File: src/shared/adccr_map.vh
// Register map and field constants for the ADC control register segment.
// Assumes inclusion by bare name from the design files of this block.
`ifndef ADCCR_MAP_VH
`define ADCCR_MAP_VH

// ==========================================================
// Register addresses
`define ADCCR_ADDR_DEC_HIGH   8'h1a
`define ADCCR_ADDR_DEC_LOW    8'h1b
`define ADCCR_ADDR_IDLE       8'h1c
`define ADCCR_ADDR_SYNC       8'h1d
`define ADCCR_ADDR_PIN_CTRL   8'h1e
`define ADCCR_ADDR_PIN_OUT    8'h1f
`define ADCCR_ADDR_PIN_IN     8'h20
`define ADCCR_ADDR_OFS_HIGH   8'h21

// ==========================================================
// Reset values
`define ADCCR_RST_ZERO        8'h00
`define ADCCR_RST_SYNC        8'h80
`define ADCCR_RST_RATIO       19'h00020
`define ADCCR_RST_STANDBY     10'h002

// ==========================================================
// Synchronization register fields
`define ADCCR_BIT_SW_START    7
`define ADCCR_BIT_EDGE_POS    6
`define ADCCR_BIT_PIN_START   3
`define ADCCR_RESET_ARM       2'b11
`define ADCCR_RESET_FIRE      2'b10

// ==========================================================
// Pin control register field and start pin index
`define ADCCR_BIT_GLOBAL_EN   7
`define ADCCR_PIN_START_IDX   3

// ==========================================================
// Arithmetic of derived settings
`define ADCCR_DEC_SHIFT       5
`define ADCCR_IDLE_SHIFT      1

`endif

File: src/adccr_segment.v
// ADC control register segment: decimation code, periodic idle time,
// sync and software reset control, and four general-purpose pins.
// Assumes a register port on clk fed by SPI framing logic, and raw
// pins and master clock arriving asynchronously.
//
// What this block does
// Ratio equals decimation code plus one times 32
// Upper five code bits in register below
// Standby idle equals idle field plus one doubled
// Host uses periodic mode only in slower modes
// Writing start bit zero gives one sync pulse
// Start bit returns to one by itself
// Edge select picks master clock edge for sync
// Pin-start: pin 3 low pulse makes sync
// Pin-start blocks pin access, forces others out
// Reset bits written 11 then 10 reset
// Pin settings change only while globally enabled
// Bits 6..4 make pins 2..0 open drain
// Bits 3..0 set pin directions, 1 output
// Output register low bits set pin levels
// Input register returns pin levels, ignores writes
// Sync register resets to 0x80
// Reserved bits read zero, ignore writes
// Output level reaches pin only when enabled, or on pins 2..0 in pin-start
`include "adccr_map.vh"

module adccr_segment (
    input  wire        clk,
    input  wire        rst_b,
    input  wire [7:0]  regAddr,
    input  wire        regWrite,
    input  wire [7:0]  regWrData,
    output reg  [7:0]  regRdData,
    input  wire        mclkPin,
    input  wire [3:0]  pinIn,
    output reg  [3:0]  pinOut,
    output reg  [3:0]  pinOe,
    output wire        syncOutN,
    output reg  [18:0] decimationRatio,
    output reg  [9:0]  standbyPeriods,
    output reg         softResetPulse
);

    // ==========================================================
    // Address decode helper for the write strobes; the read mux decodes with its own case
    function addrHit;
        input [7:0] addr;
        input [7:0] target;
        begin
            addrHit = (addr == target);
        end
    endfunction

    wire wrDecHigh = regWrite && addrHit(regAddr, `ADCCR_ADDR_DEC_HIGH);
    wire wrDecLow  = regWrite && addrHit(regAddr, `ADCCR_ADDR_DEC_LOW);
    wire wrIdle    = regWrite && addrHit(regAddr, `ADCCR_ADDR_IDLE);
    wire wrSync    = regWrite && addrHit(regAddr, `ADCCR_ADDR_SYNC);
    wire wrPinCtrl = regWrite && addrHit(regAddr, `ADCCR_ADDR_PIN_CTRL);
    wire wrPinOut  = regWrite && addrHit(regAddr, `ADCCR_ADDR_PIN_OUT);
    wire wrOfsHigh = regWrite && addrHit(regAddr, `ADCCR_ADDR_OFS_HIGH);

    // ==========================================================
    // Storage
    reg  [4:0] decCodeHigh;
    reg  [7:0] decCodeLow;
    reg  [7:0] idleTime;
    reg  [7:0] offsetHigh;
    reg        swStartIdle;
    reg        edgePos;
    reg        pinStartEn;
    reg  [1:0] resetBits;
    reg        resetArmed;
    reg        globalPinEnable;
    reg  [2:0] pinOpenDrain;
    reg  [3:0] pinDirOut;
    reg  [3:0] pinLevel;

    // ==========================================================
    // Input synchronisers: master clock and pins pass two flops
    reg  [3:0] pinMeta;
    reg  [3:0] pinSync;
    reg        pin3Prev;
    reg        mclkMeta;
    reg        mclkSync;
    reg        mclkPrev;

    // Third stage only feeds edge detection, never the first stage
    always @(posedge clk or negedge rst_b) begin
        if (!rst_b) begin
            pinMeta  <= 4'hf; // Pull-up idle level, no false start edge
            pinSync  <= 4'hf;
            pin3Prev <= 1'b1;
            mclkMeta <= 1'b0;
            mclkSync <= 1'b0;
            mclkPrev <= 1'b0;
        end else begin
            pinMeta  <= pinIn;
            pinSync  <= pinMeta;
            pin3Prev <= pinSync[`ADCCR_PIN_START_IDX];
            mclkMeta <= mclkPin;
            mclkSync <= mclkMeta;
            mclkPrev <= mclkSync;
        end
    end

    wire mclkRise = mclkSync && !mclkPrev;
    wire mclkFall = !mclkSync && mclkPrev;

    // Low pulse on the start pin is caught on its falling edge
    wire pinStartFall = pinStartEn && pin3Prev &&
                        !pinSync[`ADCCR_PIN_START_IDX];

    // ==========================================================
    // Sync pulse requests
    wire swTrigger = wrSync && !regWrData[`ADCCR_BIT_SW_START];
    wire pulseDone;

    adccr_sync_pulse u_pulse (
        .clk        (clk),
        .rst_b      (rst_b),
        .clear      (softResetPulse),
        .trigger    (swTrigger || pinStartFall),
        .usePosEdge (edgePos),
        .mclkRise   (mclkRise),
        .mclkFall   (mclkFall),
        .syncOutN   (syncOutN),
        .pulseDone  (pulseDone)
    );

    // ==========================================================
    // Decimation, idle and offset registers
    always @(posedge clk or negedge rst_b) begin
        if (!rst_b) begin
            decCodeHigh <= 5'h00;
            decCodeLow  <= `ADCCR_RST_ZERO;
            idleTime    <= `ADCCR_RST_ZERO;
            offsetHigh  <= `ADCCR_RST_ZERO;
        end else if (softResetPulse) begin
            decCodeHigh <= 5'h00;
            decCodeLow  <= `ADCCR_RST_ZERO;
            idleTime    <= `ADCCR_RST_ZERO;
            offsetHigh  <= `ADCCR_RST_ZERO;
        end else begin
            if (wrDecHigh) begin
                decCodeHigh <= regWrData[4:0];
            end
            if (wrDecLow) begin
                decCodeLow <= regWrData;
            end
            if (wrIdle) begin
                idleTime <= regWrData;
            end
            if (wrOfsHigh) begin
                offsetHigh <= regWrData;
            end
        end
    end

    // ==========================================================
    // Derived settings, registered so outputs come from flops
    wire [13:0] decPlusOne  = {1'b0, decCodeHigh, decCodeLow} + 14'h0001;
    wire [8:0]  idlePlusOne = {1'b0, idleTime} + 9'h001;

    always @(posedge clk or negedge rst_b) begin
        if (!rst_b) begin
            decimationRatio <= `ADCCR_RST_RATIO;
            standbyPeriods  <= `ADCCR_RST_STANDBY;
        end else begin
            decimationRatio <= {decPlusOne, {`ADCCR_DEC_SHIFT{1'b0}}};
            standbyPeriods  <= {idlePlusOne, {`ADCCR_IDLE_SHIFT{1'b0}}};
        end
    end

    // ==========================================================
    // Sync and software reset register
    // Start bit reads zero from the request until the next pulse ends; a new
    // request in the cycle the pulse ends keeps it low (set wins)
    always @(posedge clk or negedge rst_b) begin
        if (!rst_b) begin
            swStartIdle    <= 1'b1;
            edgePos        <= 1'b0;
            pinStartEn     <= 1'b0;
            resetBits      <= 2'b00;
            resetArmed     <= 1'b0;
            softResetPulse <= 1'b0;
        end else if (softResetPulse) begin
            swStartIdle    <= 1'b1;
            edgePos        <= 1'b0;
            pinStartEn     <= 1'b0;
            resetBits      <= 2'b00;
            resetArmed     <= 1'b0;
            softResetPulse <= 1'b0;
        end else begin
            if (swTrigger) begin
                swStartIdle <= 1'b0;
            end else if (pulseDone) begin
                swStartIdle <= 1'b1;
            end
            if (wrSync) begin
                edgePos    <= regWrData[`ADCCR_BIT_EDGE_POS];
                pinStartEn <= regWrData[`ADCCR_BIT_PIN_START];
                resetBits  <= regWrData[1:0];
                // Only the reset pair matters, other bits are free
                resetArmed <= (regWrData[1:0] == `ADCCR_RESET_ARM);
            end
            softResetPulse <= wrSync && resetArmed &&
                              (regWrData[1:0] == `ADCCR_RESET_FIRE);
        end
    end

    // ==========================================================
    // Pin control and output level registers
    // Enable bit is always writable; the other fields follow only
    // when enable is already set or set by the same write
    wire pinCtrlOpen = globalPinEnable ||
                       regWrData[`ADCCR_BIT_GLOBAL_EN];

    always @(posedge clk or negedge rst_b) begin
        if (!rst_b) begin
            globalPinEnable <= 1'b0;
            pinOpenDrain    <= 3'h0;
            pinDirOut       <= 4'h0;
            pinLevel        <= 4'h0;
        end else if (softResetPulse) begin
            globalPinEnable <= 1'b0;
            pinOpenDrain    <= 3'h0;
            pinDirOut       <= 4'h0;
            pinLevel        <= 4'h0;
        end else begin
            if (wrPinCtrl) begin
                globalPinEnable <= regWrData[`ADCCR_BIT_GLOBAL_EN];
                if (pinCtrlOpen) begin
                    pinOpenDrain <= regWrData[6:4];
                    pinDirOut    <= regWrData[3:0];
                end
            end
            // Level writes blocked while disabled or in pin-start
            if (wrPinOut && globalPinEnable && !pinStartEn) begin
                pinLevel <= regWrData[3:0];
            end
        end
    end

    // ==========================================================
    // Pin drivers: pin 3 is push-pull only
    wire [3:0] openDrainSel = {1'b0, pinOpenDrain};

    genvar gi;
    generate
        for (gi = 0; gi < 4; gi = gi + 1) begin : g_pin
            wire drives;
            // Pin-start takes pin 3 as input and forces the rest out
            if (gi == `ADCCR_PIN_START_IDX) begin : g_start
                assign drives = !pinStartEn && globalPinEnable &&
                                pinDirOut[gi];
            end else begin : g_plain
                assign drives = pinStartEn ||
                                (globalPinEnable && pinDirOut[gi]);
            end

            // Open drain only ever pulls low; high is released
            always @(posedge clk or negedge rst_b) begin
                if (!rst_b) begin
                    pinOut[gi] <= 1'b0;
                    pinOe[gi]  <= 1'b0;
                end else if (openDrainSel[gi]) begin
                    pinOut[gi] <= 1'b0;
                    pinOe[gi]  <= drives && !pinLevel[gi];
                end else begin
                    pinOut[gi] <= pinLevel[gi];
                    pinOe[gi]  <= drives;
                end
            end
        end
    endgenerate

    // ==========================================================
    // Read data, one cycle after the address; unmapped reads zero
    // Input levels are hidden while pin-start owns the pins
    always @(posedge clk or negedge rst_b) begin
        if (!rst_b) begin
            regRdData <= `ADCCR_RST_ZERO;
        end else begin
            case (regAddr)
                `ADCCR_ADDR_DEC_HIGH: begin
                    regRdData <= {3'h0, decCodeHigh};
                end
                `ADCCR_ADDR_DEC_LOW: begin
                    regRdData <= decCodeLow;
                end
                `ADCCR_ADDR_IDLE: begin
                    regRdData <= idleTime;
                end
                `ADCCR_ADDR_SYNC: begin
                    regRdData <= {swStartIdle, edgePos, 2'b00,
                                  pinStartEn, 1'b0, resetBits};
                end
                `ADCCR_ADDR_PIN_CTRL: begin
                    regRdData <= {globalPinEnable, pinOpenDrain,
                                  pinDirOut};
                end
                `ADCCR_ADDR_PIN_OUT: begin
                    regRdData <= {4'h0, pinLevel};
                end
                `ADCCR_ADDR_PIN_IN: begin
                    regRdData <= pinStartEn ? `ADCCR_RST_ZERO :
                                 {4'h0, pinSync};
                end
                `ADCCR_ADDR_OFS_HIGH: begin
                    regRdData <= offsetHigh;
                end
                default: begin
                    regRdData <= `ADCCR_RST_ZERO;
                end
            endcase
        end
    end

endmodule // adccr_segment

File: src/adccr_sync_pulse.v
// Sync output pulse generator: one low pulse per request, or one for all requests
// made during a pulse; one master clock period long, aligned to the selected master clock edge.
// Assumes edge strobes already come from synchronised master clock.
module adccr_sync_pulse (
    input  wire clk,
    input  wire rst_b,
    input  wire clear,
    input  wire trigger,
    input  wire usePosEdge,
    input  wire mclkRise,
    input  wire mclkFall,
    output reg  syncOutN,
    output reg  pulseDone
);

    localparam [1:0] ST_IDLE = 2'b00;
    localparam [1:0] ST_WAIT = 2'b01;
    localparam [1:0] ST_LOW  = 2'b10;

    reg  [1:0] state;
    reg  [1:0] next_state;
    reg        pending;
    wire       driveEdge;

    // Chosen master clock edge times both the fall and rise of the pulse
    assign driveEdge = usePosEdge ? mclkRise : mclkFall;

    // ==========================================================
    // Next state
    always @* begin
        next_state = state;
        case (state)
            ST_IDLE: begin
                if (trigger || pending) begin
                    next_state = ST_WAIT;
                end
            end
            ST_WAIT: begin
                if (driveEdge) begin
                    next_state = ST_LOW;
                end
            end
            ST_LOW: begin
                if (driveEdge) begin
                    next_state = ST_IDLE;
                end
            end
            default: begin
                next_state = ST_IDLE;
            end
        endcase
    end

    // ==========================================================
    // State, pending request and pin
    // A trigger during a pulse is held in one pending flag; further triggers merge into it
    always @(posedge clk or negedge rst_b) begin
        if (!rst_b) begin
            state     <= ST_IDLE;
            pending   <= 1'b0;
            syncOutN  <= 1'b1;
            pulseDone <= 1'b0;
        end else if (clear) begin
            state     <= ST_IDLE;
            pending   <= 1'b0;
            syncOutN  <= 1'b1;
            pulseDone <= 1'b0;
        end else begin
            state     <= next_state;
            if (trigger && state != ST_IDLE) begin
                pending <= 1'b1;
            end else if (state == ST_IDLE) begin
                pending <= 1'b0;
            end
            if (state == ST_WAIT && driveEdge) begin
                syncOutN <= 1'b0;
            end else if (state == ST_LOW && driveEdge) begin
                syncOutN <= 1'b1;
            end
            pulseDone <= (state == ST_LOW) && driveEdge;
        end
    end

endmodule // adccr_sync_pulse

File: config.mk
export PLATFORM = sky130hd
export DESIGN_NAME = adccr_segment
export DESIGN_NICKNAME = d
export VERILOG_FILES = /design/src/adccr_segment.v /design/src/adccr_sync_pulse.v
export VERILOG_INCLUDE_DIRS = /design/src /design/src/shared
export SDC_FILE = /design/constraint.sdc
export NUM_CORES = 1
export LEC_CHECK = 0
export ABC_AREA = 1
export BUFFER_PORTS_ARGS = -buffer_cell sky130_fd_sc_hd__buf_2
export CAP_MARGIN = 40
export CELL_PAD_IN_SITES_DETAIL_PLACEMENT = 1
export CELL_PAD_IN_SITES_GLOBAL_PLACEMENT = 1
export CORE_MARGIN = 5
export CORE_UTILIZATION = 43
export DETAILED_ROUTE_END_ITERATION = 10
export PLACE_DENSITY_LB_ADDON = 0.1
export SYNTH_ARGS = -nofsm -noshare
export SYNTH_HDL_FRONTEND = slang
export SYNTH_SLANG_ARGS = --single-unit
File: constraint.sdc
create_clock -name clk -period 1.8 [get_ports clk]
set_input_delay 0.54 -clock clk [delete_from_list [all_inputs] [get_ports clk]]
set_output_delay 0.54 -clock clk [all_outputs]
set_load 0.05 [all_outputs]
==> qor.txt, run 1 <==
Initial antenna violation count -> 0
Die area -> 12600 sq um
Die height -> 112 um
Final period util -> 95.6%
H-tree levels -> 3
DRT Pass-1 Iters -> 6
DP HPWL -> 9070 um
Synthesis-to-finish area growth -> 17.8%
Drc violations -> 0
Worst EP arrival -> 1.18 ns
Die W -> 112 um
Largest delay share family, worst path -> flip-flops
Pwr Density -> 868 nW/um^2
1st-iter DRT viols -> 134
Antenna diodes -> 0
Final Hold Fails -> 0
EDFF count, synth -> 0
Post-synth top flop -> dfrtp_1
Crit path time final -> 1.72 ns
Crit end category -> primary output
Via count -> 3624
CTS Buf Count -> 9
Worst-path cell chain -> buf_2
I/O pins -> 71
Setup tns final -> 0 ns
Synth unique cells -> 28
Final ANT Viol Nets -> 0
Tot GR Track Use -> 20.0%
Synth Area per Inst -> 9.09 sq um
Clk_skew -> 0.0109 ns
CTS tree -> done
GRT overflow -> 0
Vias in the first global route -> 3818
Most instantiated library cell after synthesis -> nand2_1
Slowest cell on crit path -> dfstp_2
Fin. max-slew vios -> 0
Synth area leaders -> dfrtp_1 51%, nand2_1 8.2%, dfstp_2 7.6%
Worst VDD drop -> 0.399 mV
Achievable Freq -> 581 MHz
FF-to-FF End -> decimationRatio[15]
Mapped Area -> 4500 sq um
GPL Wtd Cong -> 0.865
Clk buf depth -> 2
Post-synthesis adder-cell area fraction -> 0.556%
FF-to-FF path depth -> 6
Reg clk slew, reported paths -> 0.10 ns
Avg WL per Cell -> 16.6 um
Worst r2r src -> decCodeLow[1]
CTS Sinks -> 104
WHS -> 0.139 ns
Fraction of the yosys area taken by sequential cells -> 58.2%
Cells after Synth -> 495
Worst path bufs/invs -> 1
Dominant cell type by area after synthesis -> dfrtp_1
Simple logic cell fraction of the synthesized area -> 21.1%
Final setup violation count -> 0
Row count -> 37
Critical Path Fanout Max -> 1
CTS root buf -> clkbuf_8
CP max stage delay -> 0.54 ns
Status -> completed
Post-synthesis compound-gate area fraction -> 8.98%
MaxCap Viol Count -> 0
Core area -> 10300 sq um
Final wirelength -> 12000 um
R2r setup slk -> 0.24 ns
Port Buffers -> 64
Vias per std cell -> 5.03
Pin count of the biggest net entering global routing -> 55
Post-synthesis mux area share -> 0%
First-pass GRT wire length -> 20000 um
Post-synthesis xor/xnor area fraction -> 2.92%
CP Data Required Time -> 1.26 ns
Hold crit path type -> in2async
Largest family of logic cells by synthesized area -> simple AND/OR/NAND/NOR gates
Nets -> 605
Leak -> 2.76 nW
Share of layout cells above drive strength 1 -> 22.1%
Yosys warns -> 0
Synth cell count leaders -> 98 x nand2_1, 91 x dfrtp_1, 71 x inv_1
Unrepaired setup endpoints after global routing -> no
Worst-skew pair later-pin latency -> 0.38 ns
Starting Density -> 43.8%
Synthesized flop and latch total -> 104
Worst setup SP type -> register
Setup Crit Path Kind -> reg2out
Async SR Flop Fraction -> 100%
Synth top area share -> 50.6%
==> cells by family after synthesis <==
| kind of cell | Yosys count |
|---|---|
| AO/OA/AOI/OAI | 74 |
| XOR/XNOR | 15 |
| buffers and inverters | 86 |
| adder cells (fa/ha/maj) | 2 |
| other | 1 |
| flip-flops | 104 |
| AND/OR/NAND/NOR | 213 |
==> worst reg2reg max path, cell delays in order, from the launching register on <==
cell     delay [ns]
dfrtp_1        0.42
ha_1           0.20
nand3_1        0.16
nor3_1         0.27
buf_4          0.19
nand3_1        0.08
xnor2_1        0.13
==> power breakdown <==
part	leakage, nW	switching [mW]	internal, mW	total, mW
combinational	1.28	0.430	0.135	0.565
sequential	1.37	0.0665	2.47	2.53
clock	0.103	0.787	0.717	1.50
total	2.76	1.28	3.32	4.60
==> metal layers <==
metal / vias up / GRT usage, % / share of wire, %
met5: - / 0 / 0
met4: 0 / 7.45 / 1.5
met3: 11 / 2.86 / 3.9
met2: 70 / 32.1 / 48
met1: 1806 / 27.6 / 47
li1: 1737 / - / -
==> sequential cells by signal, indices dropped and copies added (netlist names), 2 cells and up <==
register and cells:
pinSync 4, pinOut 4, idleTime 8, decCodeHigh 5, decimationRatio 14, pinOe 4, pinLevel 4, decCodeLow 8
standbyPeriods 9, pinDirOut 4, u_pulse.state 2, pinOpenDrain 3, regRdData 8, offsetHigh 8, resetBits 2, pinMeta 4
==> area by class of cell <==
type / count / area (sq um)
Clock inverter: 3 / 40.0
Tap cell: 136 / 170
Sequential cell: 104 / 2620
Timing Repair Buffer: 82 / 508
Multi-Input combinational cell: 310 / 1530
Inverter: 72 / 270
Fill cell: 1249 / 4980
Clock buffer: 13 / 159
==> worst max-delay path by stage <==
| stage | startpoint | end | depth (start not counted) | slack, ns |
|---|---|---|---|---|
| floorplan | softResetPulse | resetArmed | 7 | 0.21 |
| detailed placement | regAddr[7] | regRdData[1] | 8 | -0.06 |
| global route | standbyPeriods[1] | standbyPeriods[1] | 1 | 0.04 |
| global placement | regAddr[6] | regRdData[1] | 8 | -0.03 |
| finish | standbyPeriods[1] | standbyPeriods[1] | 1 | 0.08 |
| CTS | softResetPulse | softResetPulse | 1 | 0.01 |
==> placed cells by master (no fill, tap or decap), types with 2 or more instances in the layout <==
cell	instances
nor2_4	2
buf_12	4
nor3_1	11
nand3_1	59
inv_1	71
clkbuf_8	11
a21oi_1	2
xnor2_1	2
nor2_2	4
nand2_1	98
clkbuf_1	2
dfrtp_1	90
nand2_2	3
o21ai_2	7
dfstp_2	13
clkinv_2	2
buf_4	15
o21ai_0	54
and3_1	2
xor2_1	13
nor2_1	30
buf_2	63
o22ai_1	4
nand4_1	2
o21ai_1	6
ha_1	2
conb_1	6
==> metrics by stage <==
step | setup slack (ns) | instance area (sq um) | utilization [%] | std cells | total power [mW]
after floorplan | 0.215 | 4520 | - | 500 | 2.94
after global placement | -0.0315 | 5100 | 49.6 | 704 | 3.14
after detailed placement | -0.0566 | 5100 | 49.6 | 704 | 3.15
after CTS | 0.0140 | 5300 | 51.6 | 720 | 4.65
after global routing | 0.0418 | 5300 | 51.6 | 720 | 4.80
final | 0.0790 | 5300 | 51.6 | 720 | 4.60
==> repair_timing <==
| item | CTS | global route |
|---|---|---|
| resized for setup | 0 | 1 |
| endpoints found under the hold margin | 0 | 0 |
| endpoints found under the setup margin | 0 | 1 |
| setup buffers | 0 | 0 |
| hold buffers | 0 | 0 |
No activity file was read; power rests on OpenSTA's default activity.
==> run 2: changes to the inputs <==
--- a/config.mk
+++ b/config.mk
@@ -6,13 +6,12 @@
 export SDC_FILE = /design/constraint.sdc
 export NUM_CORES = 1
 export LEC_CHECK = 0
-export ABC_AREA = 1
 export BUFFER_PORTS_ARGS = -buffer_cell sky130_fd_sc_hd__buf_2
 export CAP_MARGIN = 40
 export CELL_PAD_IN_SITES_DETAIL_PLACEMENT = 1
 export CELL_PAD_IN_SITES_GLOBAL_PLACEMENT = 1
 export CORE_MARGIN = 5
-export CORE_UTILIZATION = 43
+export CORE_UTILIZATION = 45
 export DETAILED_ROUTE_END_ITERATION = 10
 export PLACE_DENSITY_LB_ADDON = 0.1
 export SYNTH_ARGS = -nofsm -noshare
==> run 2 against run 1 <==
Effect of this change:
- combinational power fell by 5.0%
- sequential power barely moved
- via count fell by 7.9%
- synthesized cell count fell by 22%
- critical endpoint is now softResetPulse
- synthesized area rose by 0.92%
- critical path depth rose by 1
- hold slack got worse by 0.088 ns
- maximum frequency rose by 0.43%
- cell count fell by 16%
- highest routed layer unchanged
- power fell by 3.0%
- cell area rose by 1.4%
==> qor.txt, run 2 <==
Status -> completed
Post-synth top flop -> dfrtp_1
Die area -> 12200 sq um (-3.2%)
Finished Layout Cells -> 608 (-16%)
Worst setup SP type -> register
Clk buf depth -> 2 (unchanged)
Synth Area per Inst -> 11.8 sq um (+30%)
Final period util -> 95.2% (-0.41 points)
Final wirelength -> 11900 um (-0.68%)
Share of layout cells above drive strength 1 -> 30.1% (+8.0 points)
DP HPWL -> 8830 um (-2.6%)
Area of the multi-input gates -> 1780 sq um (+16%)
GRT overflow -> 0 (unchanged)
Antenna diodes -> 0 (unchanged)
Drc violations -> 0 (unchanged)
CTS Sinks -> 104 (unchanged)
Fraction of the yosys area taken by sequential cells -> 57.7% (-0.53 points)
Reg clk slew, reported paths -> 0.11 ns (about the same)
Port Buffers -> 64 (unchanged)
Synth cell count leaders -> 91 x dfrtp_1, 38 x mux2i_1, 33 x nand2_1
CP Data Required Time -> 1.26 ns (about the same)
Post-layout util -> 54.7% (+3.1 points)
Leak -> 2.74 nW (-0.55%)
Crit end category -> primary output
Synthesized flop and latch total -> 104 (unchanged)
Tot GR Track Use -> 20.1% (+0.12 points)
Max reg flops -> 14 (unchanged)
Die height -> 110 um (-1.6%)
Synth top area share -> 50.1% (-0.46 points)
Die W -> 110 um (-1.6%)
Core area -> 9820 sq um (-4.5%)
Initial antenna violation count -> 0 (unchanged)
Most instantiated library cell after synthesis -> dfrtp_1
Pin count of the biggest net entering global routing -> 47 (-15%)
Worst VDD drop -> 0.426 mV (+6.7%)
Final setup violation count -> 0 (unchanged)
GPL Wtd Cong -> 0.851 (-1.6%)
Final setup margin -> 0.0864 ns (+0.00734 ns)
Achievable Freq -> 584 MHz (+0.43%)
Avg WL per Cell -> 19.6 um (+18%)
Vias per std cell -> 5.49 (+9.1%)
EDFF count, synth -> 0 (unchanged)
Worst-skew pair later-pin latency -> 0.37 ns (about the same)
CTS Buf Count -> 9 (unchanged)
I/O pins -> 71 (unchanged)
Total power -> 4.46 mW (-3.0%)
Hold crit path type -> in2async
Vias in the first global route -> 3546 (-7.1%)
Nets -> 496 (-18%)
Crit path time final -> 1.71 ns (-0.00734 ns)
DRT Pass-1 Iters -> 4 (-2)
Fin. max-slew vios -> 0 (unchanged)
Fillers -> 1101 (-12%)
Synth area leaders -> dfrtp_1 50%, mux2i_1 8.4%, dfstp_2 7.5%
Seq. cell area -> 2620 sq um (about the same)
CTS tree -> done
Placed instance count -> 592 (-16%)
Critical Path Fanout Max -> 11 (+10)
Most common cell after layout, fill and taps aside -> dfrtp_1
Commonest non-fill, non-tap cells in the layout -> 91 x dfrtp_1, 62 x buf_2, 38 x mux2i_1
Pwr Density -> 831 nW/um^2 (-4.3%)
Cells after Synth -> 385 (-22%)
Mapped Area -> 4540 sq um (+0.92%)
Setup Crit Path Kind -> reg2out
Synthesis-to-finish area growth -> 18.3%
Row count -> 36 (-2.7%)
CTS root buf -> clkbuf_8
Final ANT Viol Nets -> 0 (unchanged)
H-tree levels -> 3 (unchanged)
Dominant cell type by area after synthesis -> dfrtp_1
WHS -> 0.0509 ns (-0.0879 ns)
Synth unique cells -> 57 (+100%)
Regs by FF count -> decimationRatio: 14 flops, standbyPeriods: 9 flops
Place WS -> -0.0490 ns (+0.00765 ns)
Unrepaired setup endpoints after global routing -> no
Yosys warns -> 0 (unchanged)
Via count -> 3338 (-7.9%)
First-pass GRT wire length -> 19600 um (-1.9%)
Starting Density -> 46.3% (+2.5 points)
MaxCap Viol Count -> 0 (unchanged)
Async SR Flop Fraction -> 100% (unchanged)
Top reg by flops -> decimationRatio
R2r setup slk -> 0.37 ns (+0.13 ns)
Worst EP arrival -> 1.17 ns (about the same)
Final Hold Fails -> 0 (unchanged)
1st-iter DRT viols -> 183 (+37%)
Clk_skew -> 0.0148 ns (+0.00395 ns)
-- run 2: changes by cell type in the layout (fill, tap and decap cells not counted), moves of 6 or more --
cell	before	now
inv_1	71	5
nor3_1	11	0
nor2b_1	0	7
mux2i_1	0	38
nand2_1	98	33
xnor2_1	2	13
o21ai_0	54	10
nand3_1	59	26
buf_4	15	24
xor2_1	13	4
and3_1	2	8
a21oi_1	2	9
-- run 2: timing repair --
item                       in CTS  in global routing
setup endpoints to repair       0                  1
setup buffers                   0                  0
hold buffers                    0                  0
resized for setup               0                  2
-- run 2: path summary, 6_finish.rpt --
check,from,to,depth (start not counted)
min in group clk,pinIn[2],pinMeta[2],1
worst min-delay path,rst_b,standbyPeriods[7],1
worst max-delay path,softResetPulse,softResetPulse,2
worst max register to register,softResetPulse,decCodeHigh[3],4
max in group asynchronous,rst_b,pinSync[1],2
worst min register to register,pinMeta[3],pinSync[3],0
-- run 2: area by class of cell --
class                   instances  share of cell area [%]
clock buffers                   9                    2.31
clock inverters                 7                    1.02
inverters                       6                   0.419
multi-input cells             257                    33.1
flip-flops and latches        104                    48.7
well taps                     133                    3.10
repair buffers                 92                    11.4
-- run 2: cell families after synthesis --
group           Yosys count  share of synthesized area [%]
xor+xnor                 17                           3.28
buf+inv                  29                           3.64
simple gates            136                           16.6
flops                   104                           57.7
fa+ha+maj                 2                          0.551
other cells               1                         0.0826
compound gates           54                           8.35
mux                      42                           9.86
-- run 2: worst max-delay path, stage by stage, from the launching register on --
cell	delay, ns
dfrtp_1	0.39
buf_4	0.20
buf_4	0.22
-- run 2: stage by stage --
step | instance area, sq um | setup TNS (ns)
floorplan | 4560 | 0
global placement | 5190 | -0.113
detailed placement | 5190 | -0.438
CTS | 5370 | 0
global route | 5370 | 0
finish | 5370 | 0
-- run 2: metal layers --
metal	vias up	GRT usage, %	wire length [um]
met4	0	5.17	203
li1	1519	-	-
met1	1711	27.3	5270
met3	16	3.72	466
met2	92	33.3	5950
met5	-	0	0
-- run 2: power breakdown --
group	internal [mW]	switching (mW)
Combinational	0.180	0.357
Sequential	2.45	0.0987
Clock	0.521	0.856
